==> config.mk <==
export PLATFORM = sky130hd
export DESIGN_NAME = pec_unit
export DESIGN_NICKNAME = d
export VERILOG_FILES = /design/src/include/pec_pkg.sv /design/src/logic/pec_event_match.sv /design/src/logic/pec_unit.sv
export VERILOG_INCLUDE_DIRS = /design/src /design/src/include
export SDC_FILE = /design/constraint.sdc
export NUM_CORES = 1
export LEC_CHECK = 0
export BUFFER_PORTS_ARGS = -buffer_cell sky130_fd_sc_hd__buf_4
export CORE_MARGIN = 2
export CORE_UTILIZATION = 33
export CTS_CLUSTER_DIAMETER = 150
export DETAILED_ROUTE_END_ITERATION = 16
export PLACE_DENSITY = 0.54
export SLEW_MARGIN = 20
export SYNTH_ARGS = -nofsm -noshare
export SYNTH_HDL_FRONTEND = slang
export SYNTH_SLANG_ARGS = --single-unit
==> constraint.sdc <==
create_clock -name clk -period 7.3 [get_ports clk]
set_clock_uncertainty 0.2 [all_clocks]
set_input_delay 0.73 -clock clk [delete_from_list [all_inputs] [get_ports clk]]
set_output_delay 0.73 -clock clk [all_outputs]
set_load 0.02 [all_outputs]
==> src/include/pec_params.svh <==
/*
 * Register addresses, field positions, reset values and widths of the event counter unit.
 * Assumes the core delivers register accesses as an address plus 64-bit data.
 */
`ifndef PEC_PARAMS_SVH
`define PEC_PARAMS_SVH

`define PEC_NUM_GP 2
`define PEC_NUM_FIX 3
`define PEC_CTR_WIDTH 48
`define PEC_ADDR_GP_CTR 12'h0c1
`define PEC_ADDR_EVTSEL 12'h186
`define PEC_ADDR_FIX_CTR 12'h309
`define PEC_ADDR_FIX_CTRL 12'h38d
`define PEC_ADDR_ALIAS 12'h4c1
`define PEC_ADDR_GLB_STATUS 12'h38e
`define PEC_ADDR_GLB_ENABLE 12'h38f
`define PEC_ADDR_GLB_OVF_CLR 12'h390
`define PEC_ADDR_CAPS 12'h345
`define PEC_GP_COUNT_LSB 8
`define PEC_GP_WIDTH_LSB 16
`define PEC_FULL_WIDTH_WRITE_CAPABLE_BIT 13
`define PEC_SEL_EVENT_LSB 0
`define PEC_SEL_UMASK_LSB 8
`define PEC_SEL_USR_BIT 16
`define PEC_SEL_OS_BIT 17
`define PEC_SEL_ANY_BIT 21
`define PEC_SEL_EN_BIT 22
`define PEC_FIX_OS_BIT 0
`define PEC_FIX_USR_BIT 1
`define PEC_FIX_ANY_BIT 2
`define PEC_FIX_BLOCK 4
`define PEC_GLB_FIX_LSB 32
`define PEC_EVT_UNAVAIL_RESET 7'h00
`define PEC_EV_CYC 8'h3c
`define PEC_EV_INST 8'hc0
`define PEC_EV_LLC 8'h2e
`define PEC_EV_BR 8'hc4
`define PEC_EV_BRMISS 8'hc5
`define PEC_UM_ZERO 8'h00
`define PEC_UM_REF 8'h01
`define PEC_UM_LLC_REF 8'h4f
`define PEC_UM_LLC_MISS 8'h41

`endif

==> src/include/pec_pkg.sv <==
/*
 * Types shared by the event counter unit.
 * Assumes pec_params.svh is available on the include path.
 */
package pec_pkg;
	// One core's worth of raw event pulses for one thread.
	typedef struct packed {
		logic core_cycle;
		logic ref_cycle;
		logic inst_retired;
		logic llc_ref;
		logic llc_miss;
		logic br_retired;
		logic br_miss;
	} pec_events_t;

	// Core state that gates the cycle events and, on VM exit, the retired-instruction event.
	typedef struct packed {
		logic halted;
		logic sleep_not_c0;
		logic stop_clock_input;
		logic thermal_throttle;
		logic freq_switching;
		logic vm_exit;
	} pec_core_state_t;

	typedef struct packed {
		logic wr;
		logic rd;
		logic [11:0] addr;
		logic [63:0] data;
	} pec_req_t;

	typedef enum logic [1:0] {
		PEC_SRC_NONE = 2'b00,
		PEC_SRC_GP = 2'b01,
		PEC_SRC_FIX = 2'b10
	} pec_src_t;
endpackage

==> src/logic/pec_event_match.sv <==
/*
 * Selects one event bit from the predefined event set by event and unit mask codes.
 * Assumes the event vectors are already gated for core state.
 */
`include "pec_params.svh"

module pec_event_match (
	// Selector
	input wire logic [7:0] event_code,
	input wire logic [7:0] unit_mask,
	// Events
	input wire pec_pkg::pec_events_t events,
	// Result
	output logic hit
);
	always_comb begin
		hit = 1'b0;
		case (event_code)
			`PEC_EV_CYC: begin
				if (unit_mask == `PEC_UM_ZERO) hit = events.core_cycle;
				else if (unit_mask == `PEC_UM_REF) hit = events.ref_cycle;
			end
			`PEC_EV_INST: hit = (unit_mask == `PEC_UM_ZERO) && events.inst_retired;
			`PEC_EV_LLC: begin
				if (unit_mask == `PEC_UM_LLC_REF) hit = events.llc_ref;
				else if (unit_mask == `PEC_UM_LLC_MISS) hit = events.llc_miss;
			end
			`PEC_EV_BR: hit = (unit_mask == `PEC_UM_ZERO) && events.br_retired;
			`PEC_EV_BRMISS: hit = (unit_mask == `PEC_UM_ZERO) && events.br_miss;
			default: hit = 1'b0;
		endcase
	end
endmodule

==> src/logic/pec_unit.sv <==
/*
 * Performance event counter unit: general and fixed counters, their controls and global
 * enable, status and overflow clear, reached through register read and write requests.
 * Assumes requests, events and core state are synchronous to clk; thread 0 programs it.
 */
// Behaviour
// - Enumeration reports general counter count at 15:8 and width at 23:16.
// - General counters from 0C1H, their event selects from 186H.
// - Event select bit 21 counts qualified events of all sibling threads.
// - Fixed counters from 309H, each governed by a 4-bit control block.
// - Fixed control any-thread bit at 2 plus four times the index.
// - Global enable, status and clear have one bit per counter.
// - Normal counter write loads low 32 bits sign-extended.
// - Capabilities bit 13 advertises full-width counter writes.
// - Full-width aliases start at 4C1H, one per general counter.
// - Alias write loads both words, sign-extended from counter width.
// - Event 3CH mask 00H counts core cycles across frequency changes.
// - Core cycles stop when halted, asleep, stop-clocked, throttled or switching.
// - Event C0H counts each retired instruction once at its last micro-op.
// - Retired instructions not counted on VM exit, counted in interrupts.
// - Event 3CH mask 01H counts reference clock cycles while core runs.
// - Event 2EH mask 4FH counts last-level cache references.
// - Event 2EH mask 41H counts last-level cache misses.
// - Event C4H counts retired branch instructions.
// - Event C5H counts retired mispredicted branches.
// - Availability vector bits 0 to 6 mark unavailable predefined events.
// - Fixed block bit 0 counts at ring 0, bit 1 above ring 0.
// - A counter counts only with global and privilege enables true.
// - Status bits 0,1 for general, 32 to 34 for fixed overflows.
`include "pec_params.svh"

module pec_unit (
	// Clock and reset
	input wire logic clk,
	input wire logic sys_rst,
	// Register access
	input wire pec_pkg::pec_req_t req,
	output logic [63:0] rd_data,
	output logic rd_valid,
	// Enumeration
	output logic [31:0] enum_counters,
	output logic [31:0] enum_unavailable,
	// Events from this thread and the sibling thread
	input wire pec_pkg::pec_events_t events_self,
	input wire pec_pkg::pec_events_t events_sibling,
	input wire logic [1:0] priv_self,
	input wire logic [1:0] priv_sibling,
	input wire pec_pkg::pec_core_state_t core_state,
	input wire logic ref_clock_tick
);
	localparam int NG = `PEC_NUM_GP;
	localparam int NF = `PEC_NUM_FIX;
	localparam int W = `PEC_CTR_WIDTH;

	logic [W-1:0] gp_reg [NG];
	logic [W-1:0] gp_next [NG];
	logic [63:0] sel_reg [NG];
	logic [63:0] sel_next [NG];
	logic [W-1:0] fix_reg [NF];
	logic [W-1:0] fix_next [NF];
	logic [4*NF-1:0] fctl_reg;
	logic [4*NF-1:0] fctl_next;
	logic [NG-1:0] gen_gp_reg;
	logic [NG-1:0] gen_gp_next;
	logic [NF-1:0] gen_fix_reg;
	logic [NF-1:0] gen_fix_next;
	logic [NG-1:0] ovf_gp_reg;
	logic [NG-1:0] ovf_gp_next;
	logic [NF-1:0] ovf_fix_reg;
	logic [NF-1:0] ovf_fix_next;
	logic [63:0] rd_data_reg;
	logic [63:0] rd_data_next;
	logic rd_valid_reg;
	logic rd_valid_next;

	pec_pkg::pec_events_t ev_self_q;
	pec_pkg::pec_events_t ev_sib_q;
	logic core_running;
	logic [1:0] gp_inc [NG];
	logic [1:0] fix_inc [NF];
	logic [W:0] gp_sum [NG];
	logic [W:0] fix_sum [NF];

	// Core and reference cycles only advance while the core clock really runs.
	assign core_running = !(core_state.halted || core_state.sleep_not_c0
		|| core_state.stop_clock_input || core_state.thermal_throttle
		|| core_state.freq_switching);

	always_comb begin
		ev_self_q = events_self;
		ev_self_q.core_cycle = events_self.core_cycle && core_running;
		ev_self_q.ref_cycle = ref_clock_tick && core_running;
		ev_self_q.inst_retired = events_self.inst_retired && !core_state.vm_exit;
		ev_sib_q = events_sibling;
		ev_sib_q.core_cycle = events_sibling.core_cycle && core_running;
		ev_sib_q.ref_cycle = ref_clock_tick && core_running;
		ev_sib_q.inst_retired = events_sibling.inst_retired && !core_state.vm_exit;
	end

	// General counters: event match per thread, privilege qualified per thread.
	genvar g;
	generate
		for (g = 0; g < NG; g++) begin : gp_lane
			logic hit_self;
			logic hit_sib;
			logic ok_self;
			logic ok_sib;
			pec_event_match match_self (
				.event_code(sel_reg[g][`PEC_SEL_EVENT_LSB +: 8]),
				.unit_mask(sel_reg[g][`PEC_SEL_UMASK_LSB +: 8]),
				.events(ev_self_q),
				.hit(hit_self)
			);
			pec_event_match match_sib (
				.event_code(sel_reg[g][`PEC_SEL_EVENT_LSB +: 8]),
				.unit_mask(sel_reg[g][`PEC_SEL_UMASK_LSB +: 8]),
				.events(ev_sib_q),
				.hit(hit_sib)
			);
			// Ring 0 is the OS bit; any other ring is the user bit.
			assign ok_self = (priv_self == 2'h0) ? sel_reg[g][`PEC_SEL_OS_BIT]
				: sel_reg[g][`PEC_SEL_USR_BIT];
			assign ok_sib = (priv_sibling == 2'h0) ? sel_reg[g][`PEC_SEL_OS_BIT]
				: sel_reg[g][`PEC_SEL_USR_BIT];
			// Both threads may hit in one cycle under any-thread, so one step can be two.
			assign gp_inc[g] = (gen_gp_reg[g] && sel_reg[g][`PEC_SEL_EN_BIT])
				? {1'b0, hit_self && ok_self}
				+ {1'b0, sel_reg[g][`PEC_SEL_ANY_BIT] && hit_sib && ok_sib} : 2'h0;
			// The carry out of the top bit is the wrap.
			assign gp_sum[g] = {1'b0, gp_reg[g]} + {{(W-1){1'b0}}, gp_inc[g]};
		end
	endgenerate

	// Fixed counters: 0 instructions, 1 core cycles, 2 reference cycles.
	logic [NF-1:0] fix_ev_self;
	logic [NF-1:0] fix_ev_sib;
	assign fix_ev_self = {ev_self_q.ref_cycle, ev_self_q.core_cycle, ev_self_q.inst_retired};
	assign fix_ev_sib = {ev_sib_q.ref_cycle, ev_sib_q.core_cycle, ev_sib_q.inst_retired};

	genvar f;
	generate
		for (f = 0; f < NF; f++) begin : fix_lane
			logic [3:0] blk;
			logic ok_self;
			logic ok_sib;
			assign blk = fctl_reg[f*`PEC_FIX_BLOCK +: `PEC_FIX_BLOCK];
			assign ok_self = (priv_self == 2'h0) ? blk[`PEC_FIX_OS_BIT]
				: blk[`PEC_FIX_USR_BIT];
			assign ok_sib = (priv_sibling == 2'h0) ? blk[`PEC_FIX_OS_BIT]
				: blk[`PEC_FIX_USR_BIT];
			assign fix_inc[f] = gen_fix_reg[f] ? {1'b0, fix_ev_self[f] && ok_self}
				+ {1'b0, blk[`PEC_FIX_ANY_BIT] && fix_ev_sib[f] && ok_sib} : 2'h0;
			assign fix_sum[f] = {1'b0, fix_reg[f]} + {{(W-1){1'b0}}, fix_inc[f]};
		end
	endgenerate

	// Address decode helpers.
	logic [11:0] a;
	assign a = req.addr;

	function automatic logic [W-1:0] sext32(input logic [31:0] v);
		sext32 = {{(W-32){v[31]}}, v};
	endfunction

	always_comb begin
		for (int i = 0; i < NG; i++) begin
			gp_next[i] = gp_sum[i][W-1:0];
			sel_next[i] = sel_reg[i];
		end
		for (int i = 0; i < NF; i++) begin
			fix_next[i] = fix_sum[i][W-1:0];
		end
		fctl_next = fctl_reg;
		gen_gp_next = gen_gp_reg;
		gen_fix_next = gen_fix_reg;
		ovf_gp_next = ovf_gp_reg;
		ovf_fix_next = ovf_fix_reg;
		rd_data_next = 64'h0;
		rd_valid_next = req.rd;
		// Software clear comes first so a same-cycle wrap still sets the flag.
		if (req.wr && a == `PEC_ADDR_GLB_OVF_CLR) begin
			ovf_gp_next = ovf_gp_reg & ~req.data[NG-1:0];
			ovf_fix_next = ovf_fix_reg & ~req.data[`PEC_GLB_FIX_LSB +: NF];
		end
		if (req.wr) begin
			for (int i = 0; i < NG; i++) begin
				if (a == `PEC_ADDR_GP_CTR + 12'(i))
					gp_next[i] = sext32(req.data[31:0]);
				if (a == `PEC_ADDR_ALIAS + 12'(i))
					gp_next[i] = req.data[W-1:0];
				if (a == `PEC_ADDR_EVTSEL + 12'(i))
					sel_next[i] = req.data;
			end
			for (int i = 0; i < NF; i++) begin
				if (a == `PEC_ADDR_FIX_CTR + 12'(i))
					fix_next[i] = req.data[W-1:0];
			end
			if (a == `PEC_ADDR_FIX_CTRL)
				fctl_next = req.data[4*NF-1:0];
			if (a == `PEC_ADDR_GLB_ENABLE) begin
				gen_gp_next = req.data[NG-1:0];
				gen_fix_next = req.data[`PEC_GLB_FIX_LSB +: NF];
			end
		end
		// Wrap past the top of the counter raises overflow in the same cycle.
		for (int i = 0; i < NG; i++) begin
			if (gp_sum[i][W]) begin
				ovf_gp_next[i] = 1'b1;
			end
		end
		for (int i = 0; i < NF; i++) begin
			if (fix_sum[i][W]) begin
				ovf_fix_next[i] = 1'b1;
			end
		end
		// Reads are side-effect free; general counter values sign-extend to 64 bits, fixed counter values zero-extend.
		if (req.rd) begin
			for (int i = 0; i < NG; i++) begin
				if (a == `PEC_ADDR_GP_CTR + 12'(i) || a == `PEC_ADDR_ALIAS + 12'(i))
					rd_data_next = {{(64-W){gp_reg[i][W-1]}}, gp_reg[i]};
				if (a == `PEC_ADDR_EVTSEL + 12'(i))
					rd_data_next = sel_reg[i];
			end
			for (int i = 0; i < NF; i++) begin
				if (a == `PEC_ADDR_FIX_CTR + 12'(i))
					rd_data_next = {{(64-W){1'b0}}, fix_reg[i]};
			end
			case (a)
				`PEC_ADDR_FIX_CTRL: rd_data_next = {{(64-4*NF){1'b0}}, fctl_reg};
				`PEC_ADDR_GLB_ENABLE: begin
					rd_data_next[NG-1:0] = gen_gp_reg;
					rd_data_next[`PEC_GLB_FIX_LSB +: NF] = gen_fix_reg;
				end
				`PEC_ADDR_GLB_STATUS: begin
					rd_data_next[NG-1:0] = ovf_gp_reg;
					rd_data_next[`PEC_GLB_FIX_LSB +: NF] = ovf_fix_reg;
				end
				`PEC_ADDR_CAPS: rd_data_next[`PEC_FULL_WIDTH_WRITE_CAPABLE_BIT] = 1'b1;
				default: rd_data_next = rd_data_next;
			endcase
		end
	end

	always_ff @(posedge clk) begin
		if (sys_rst) begin
			for (int i = 0; i < NG; i++) begin
				gp_reg[i] <= '0;
				sel_reg[i] <= 64'h0;
			end
			for (int i = 0; i < NF; i++) begin
				fix_reg[i] <= '0;
			end
			fctl_reg <= '0;
			gen_gp_reg <= '0;
			gen_fix_reg <= '0;
			ovf_gp_reg <= '0;
			ovf_fix_reg <= '0;
			rd_data_reg <= 64'h0;
			rd_valid_reg <= 1'b0;
		end else begin
			for (int i = 0; i < NG; i++) begin
				gp_reg[i] <= gp_next[i];
				sel_reg[i] <= sel_next[i];
			end
			for (int i = 0; i < NF; i++) begin
				fix_reg[i] <= fix_next[i];
			end
			fctl_reg <= fctl_next;
			gen_gp_reg <= gen_gp_next;
			gen_fix_reg <= gen_fix_next;
			ovf_gp_reg <= ovf_gp_next;
			ovf_fix_reg <= ovf_fix_next;
			rd_data_reg <= rd_data_next;
			rd_valid_reg <= rd_valid_next;
		end
	end

	assign rd_data = rd_data_reg;
	assign rd_valid = rd_valid_reg;

	// Enumeration words are constants of this build.
	always_comb begin
		enum_counters = 32'h0;
		enum_counters[`PEC_GP_COUNT_LSB +: 8] = 8'(NG);
		enum_counters[`PEC_GP_WIDTH_LSB +: 8] = 8'(W);
		enum_unavailable = {25'h0, `PEC_EVT_UNAVAIL_RESET};
	end
endmodule

; ---- After elaboration in Yosys (flattened, before gate mapping)
; Memory sizes are Yosys's and may differ from the RTL's.
; Cells that the tools add are included.
[classes]
bitwise = 12
n_mux = 73
reduce_logical = 57
add_sub_neg = 10
eq_ne = 30
[ops]
columns = operator, n
row1 = 48-bit two-way mux, 15
row2 = 64-bit two-way mux, 8
row3 = 48-bit by 2-bit adder with 49-bit output, 5
row4 = 144-bit two-way mux, 1
row5 = 128-bit two-way mux, 1
row6 = 12-bit by 10-bit == test with 1-bit output (second input constant), 8
row7 = 96-bit two-way mux, 1
row8 = 8-bit == test (second input constant), 6
row9 = 1-bit logical AND, 35
row10 = 8-bit by 6-bit == test with 1-bit output (second input constant), 4
row11 = 8-bit by 7-bit == test with 1-bit output (second input constant), 4
row12 = 1-bit two-way mux, 32
row13 = 12-bit by 11-bit == test with 1-bit output (second input constant), 2
row14 = 12-bit by 8-bit == test with 1-bit output (second input constant), 2
row15 = 12-bit by 9-bit == test with 1-bit output (second input constant), 2
row16 = 1-bit one-hot mux with 5 select lines, 4
row17 = 8-bit by 1-bit == test with 1-bit output (second input constant), 2
row18 = 8-bit logical NOT, 2
row19 = 2-bit two-way mux, 6
row20 = 1-bit by 1-bit adder with 2-bit output, 5
row21 = 10-bit two-way mux, 1
row22 = 2-bit nonzero test, 5
row23 = 3-bit one-hot mux with 3 select lines, 1
row24 = 1-bit bitwise OR, 7
row25 = other kinds (15), 23
[word_totals]
mem_count = 3
regBits = 87
wordCells = 197
mem_bits_rw = 368
out_inout_bits = 129
inputBits = 105
[mem_list]
columns = memory, depth, width, read_ports, rd_clocked_by_memory_dff, wr, line_no
row1 = fix_reg, 3, 48, 3, 0, 3, pec_unit.sv:59  ; logic [W-1:0] fix_reg [NF];
row2 = sel_reg, 2, 64, 2, 0, 2, pec_unit.sv:57  ; logic [63:0] sel_reg [NG];
row3 = gp_reg, 2, 48, 2, 0, 2, pec_unit.sv:55  ; logic [W-1:0] gp_reg [NG];

; ---- Depth between registers and ports, before layout
[depth]
word_depth = 18
ltp_mapped = 18

; ---- Modules after synthesis
; Synthesis repeated with hierarchy kept, for this count alone.
[unflattened]
hier_cells = 3193
hier_area_um2 = 24966.4
[modules_own_cells]
columns = module, cells_per_inst, area_per_inst_um2, n_inst
row1 = pec_unit, 3121, 24435.9, 1
row2 = pec_event_match, 18, 132.6, 4

; ---- Worst setup path after synthesis
; Ideal clock, no wire load.
[synth_timing]
path_kind = input -> register
from = in core_state[4] (netlist name)
to = mem gp_reg[0][94] (netlist name)
setup_ns = 0.122
required_ns = 6.978
path_buffers = 1
path_slack_ns = 2.657
path_stages = 16
arrival_time_ns = 4.321
cell_sequence = nor4_1 -> nand3_1 -> a2111oi_0 -> o21ai_0 -> a21oi_1 -> ha_1 -> and3_1 -> ha_1 -> inv_1 -> fa_1 -> nand2b_1 -> or3_1 -> clkbuf_1 -> nor4_2 -> o22ai_1 -> a311o_1
[synth_rtl]
columns = element, line_no
row1 = "start, declared", pec_unit.sv:48  ; input wire pec_pkg::pec_core_state_t core_state,
row2 = "end, declared", pec_unit.sv:55

==> results by group <==
Outcome
  – Status: complete, no violations

Place
  – Gpl congestion: 0.929
  – DP HPWL: 70.6 mm
  – Number of port buffers: 167

Flow run
  – Max-cap violation count: 0

Worst hold path
  – HP Class: in -> reg

Timing
  – Endpoints failing setup: 0
  – Final Hold Viols: 0
  – Setup TNS: 0 ns
  – Slew at the pin closest to its max-slew limit: 1.11 ns
  – Max Slew Vio Count: 0
  – Slew HR: 25.3%
  – Worst hold slack: 0.168 ns
  – RSZ-0062 raised after global routing: no
  – Post-layout minimum cycle time: 5.41 ns
  – Highest clock rate: 0.185 GHz
  – Period utilization: 74.0%

Detailed routing
  – DRT iter0 DRCs: 2369
  – Detailed Route WL: 102 mm
  – Via-to-Cell Ratio: 5.77
  – DRT antenna net count: 0
  – Residual DRC: 0
  – WL/cell: 24.0 um
  – Total number of vias: 24.5k
  – Pre-antenna DRT Iters: 6

Clock network
  – CTS Buffer Depth: 3
  – Resized Gates After CTS: 0
  – Hold_buf cts: 0
  – Root buffer cell: clkbuf_16
  – Reg clk slew, reported paths: 0.06 ns
  – Setup Fix Bufs, Post-CTS: 0
  – H-tree levels: 2
  – Clock Latency Late Sink: 0.63 ns
  – CTS buffer count: 55
  – CTS tree: built
  – Clock sink count: 455

GRT
  – First-pass GRT wire length: 149 mm
  – Initial antenna violation count: 2
  – GR Overflow Total: 0
  – Vias in the first global route: 22.0k
  – Largest net degree at the start of global routing: 85
  – Global Route Usage Sum: 25.1%

Synthesis
  – Post-Synth Simple-Gate Area: 26.9%
  – Post-synthesis compound-gate area fraction: 19.2%
  – Largest family of logic cells by synthesized area: simple AND/OR/NAND/NOR gates
  – Synth Area in Adders: 1.15%
  – Post-synthesis mux area share: 3.15%
  – Seq cells post-synth: 455
  – Area leader, netlist: dfxtp_1
  – Syn Std Cell Area: 0.0251 mm^2
  – Area share of the largest cell type after synthesis: 36.3%
  – Distinct cells, synth: 80
  – Sequential fraction of the synthesis area: 36.3%
  – Dominant cells by area after synthesis: dfxtp_1 (36%), nand2_1 (6.0%), nor2_1 (5.2%), a21oi_1 (5.2%), a211oi_1 (5.0%)
  – Synth Area in XOR/XNOR: 6.07%
  – Post-synth top cells: dfxtp_1 (455), nand2_1 (403), nor2_1 (349)
  – Syn_area_per_cell: 7.82 um^2
  – Number of flops mapped to enable cells by yosys: 0
  – Yosys synthesis warning count: 0
  – Count leader, synth: dfxtp_1
  – Top_reg_cell synth: dfxtp_1
  – Ys async rst share: 0%
  – Post-synthesis cell count: 3212

Floorplan
  – Starting density of the core: 33.2%
  – FP Rows: 101
  – Die area: 0.0783 mm^2
  – Core Area: 0.0757 mm^2
  – Die W: 280 um
  – Die H: 280 um
  – I/O pins: 234

Worst setup path
  – Critical Path AT: 5.72 ns
  – CP Launch Type: flop
  – Crit-path max cell delay: 0.69 ns
  – Critical-path top delay cell: or4b_2
  – Peak fanout along the critical path: 7
  – Crit. End Element: flop
  – Crit Path Category: reg -> reg
  – Cell Chain, Critical Path: or3_1 > or4b_2 > a21o_1 > a222oi_1 > nor2_1 > ha_1 > and3_1 > ha_1 > inv_1 > fa_1 > nand2b_1 > or3_1 > nor4_2 > o22ai_1 > a311o_1
  – Critical Path RT: 7.61 ns

Layout
  – Max FFs per register: 144
  – Nets: 3344
  – Filler cells: 7870
  – Share of layout cells above drive strength 1: 11.6%
  – Area grow syn2layout: 14.0%

Power and ir drop
  – Max VDD drop: 0.163 mV
  – Cell area power density: 201 mW/mm^2
  – Pleak: 9.30 nW
## final timing paths
path	from	to	slack, ns	cells after the start
hold / removal	req[51]	sel_reg[0][51]	0.17	3
setup / recovery	sel_reg[0][76]	gp_reg[0][94]	1.89	15
setup reg to reg	sel_reg[0][76]	gp_reg[0][94]	1.89	15
hold reg to reg	sel_reg[0][61]	sel_reg[0][61]	0.25	2
## layer usage
layer | vias up | track usage, % | wire (um)
met2 | 998 | 39.1 | 45500
met1 | 11860 | 36.0 | 46300
met3 | 155 | 3.34 | 7120
li1 | 11450 | - | -
met4 | 0 | 7.57 | 2970
met5 | - | 0 | 0
## worst max-delay path, delay by kind of cell (launching register included)
family / cells / cell delay (ns)
buffers and inverters: 1 / 0.06
and+or+nand+nor: 7 / 2.76
adders and majority gates: 3 / 0.96
AOI/OAI and AO/OA: 4 / 0.98
DFF: 1 / 0.33
## cells in the final DEF (no fill, tap or decap), types with 14 or more instances in the layout
| cell type | Yosys | routed |
|---|---|---|
| a22o_1 | 37 | 37 |
| a211oi_1 | 167 | 167 |
| nand3_1 | 107 | 106 |
| o21ai_0 | 61 | 61 |
| clkinv_2 | 0 | 14 |
| o22ai_1 | 20 | 20 |
| inv_1 | 58 | 58 |
| buf_4 | 77 | 212 |
| mux2_2 | 25 | 25 |
| dfxtp_1 | 455 | 455 |
| o21a_1 | 17 | 17 |
| conb_1 | 2 | 64 |
| a21oi_1 | 260 | 260 |
| xor2_1 | 38 | 38 |
| or4_1 | 16 | 16 |
| a22oi_1 | 47 | 47 |
| or3_1 | 20 | 20 |
| nand2_1 | 403 | 397 |
| nor4_1 | 98 | 96 |
| clkbuf_16 | 0 | 55 |
| nor2_1 | 349 | 348 |
| mux2i_1 | 51 | 51 |
| nand4_1 | 69 | 69 |
| and3_1 | 48 | 48 |
| and2_1 | 34 | 31 |
| xnor2_1 | 136 | 136 |
| nor3_1 | 103 | 103 |
| ha_1 | 15 | 15 |
| a221oi_1 | 25 | 25 |
| and4_1 | 37 | 37 |
## cell families (layout without fill, tap and decap cells)
family / after synthesis / count (layout)
fa+ha+maj: 20 / 20
buf+inv: 384 / 371
other cells: 2 / 66
flops: 455 / 455
xor+xnor: 174 / 174
simple gates: 1371 / 1371
mux: 76 / 76
compound gates: 730 / 730
## final cells by class
type	count	area (um^2)	share of cell area [%]
multi-input cells	2435	14500	50.7
flip-flops and latches	455	9110	31.8
repair buffers	214	1620	5.65
clock buffers	68	1510	5.26
well taps	978	1220	4.28
clock inverters	31	419	1.46
inverters	58	218	0.761
diodes	2	5.00	0.0175
## stage by stage
step | util, % | instance area (um^2) | total power [mW] | worst slack [ns] | std cells
after global placement | 35.2 | 26700 | 2.82 | 1.68 | 4139
after global routing | 37.8 | 28600 | 5.91 | 1.59 | 4239
final | 37.8 | 28600 | 5.76 | 1.89 | 4241
after detailed placement | 35.2 | 26700 | 2.82 | 1.65 | 4139
after CTS | 37.8 | 28600 | 5.79 | 1.95 | 4238
after floorplan | - | 25300 | 2.70 | 2.66 | 3274
## report_power, final
part           leakage [nW]  total (mW)  switching [mW]  internal, mW
sequential             3.66        2.48        0.000883          2.48
combinational          4.69       0.285           0.216        0.0689
clock                 0.948        2.99            1.21          1.78
Power figures use the tool's default switching activity.
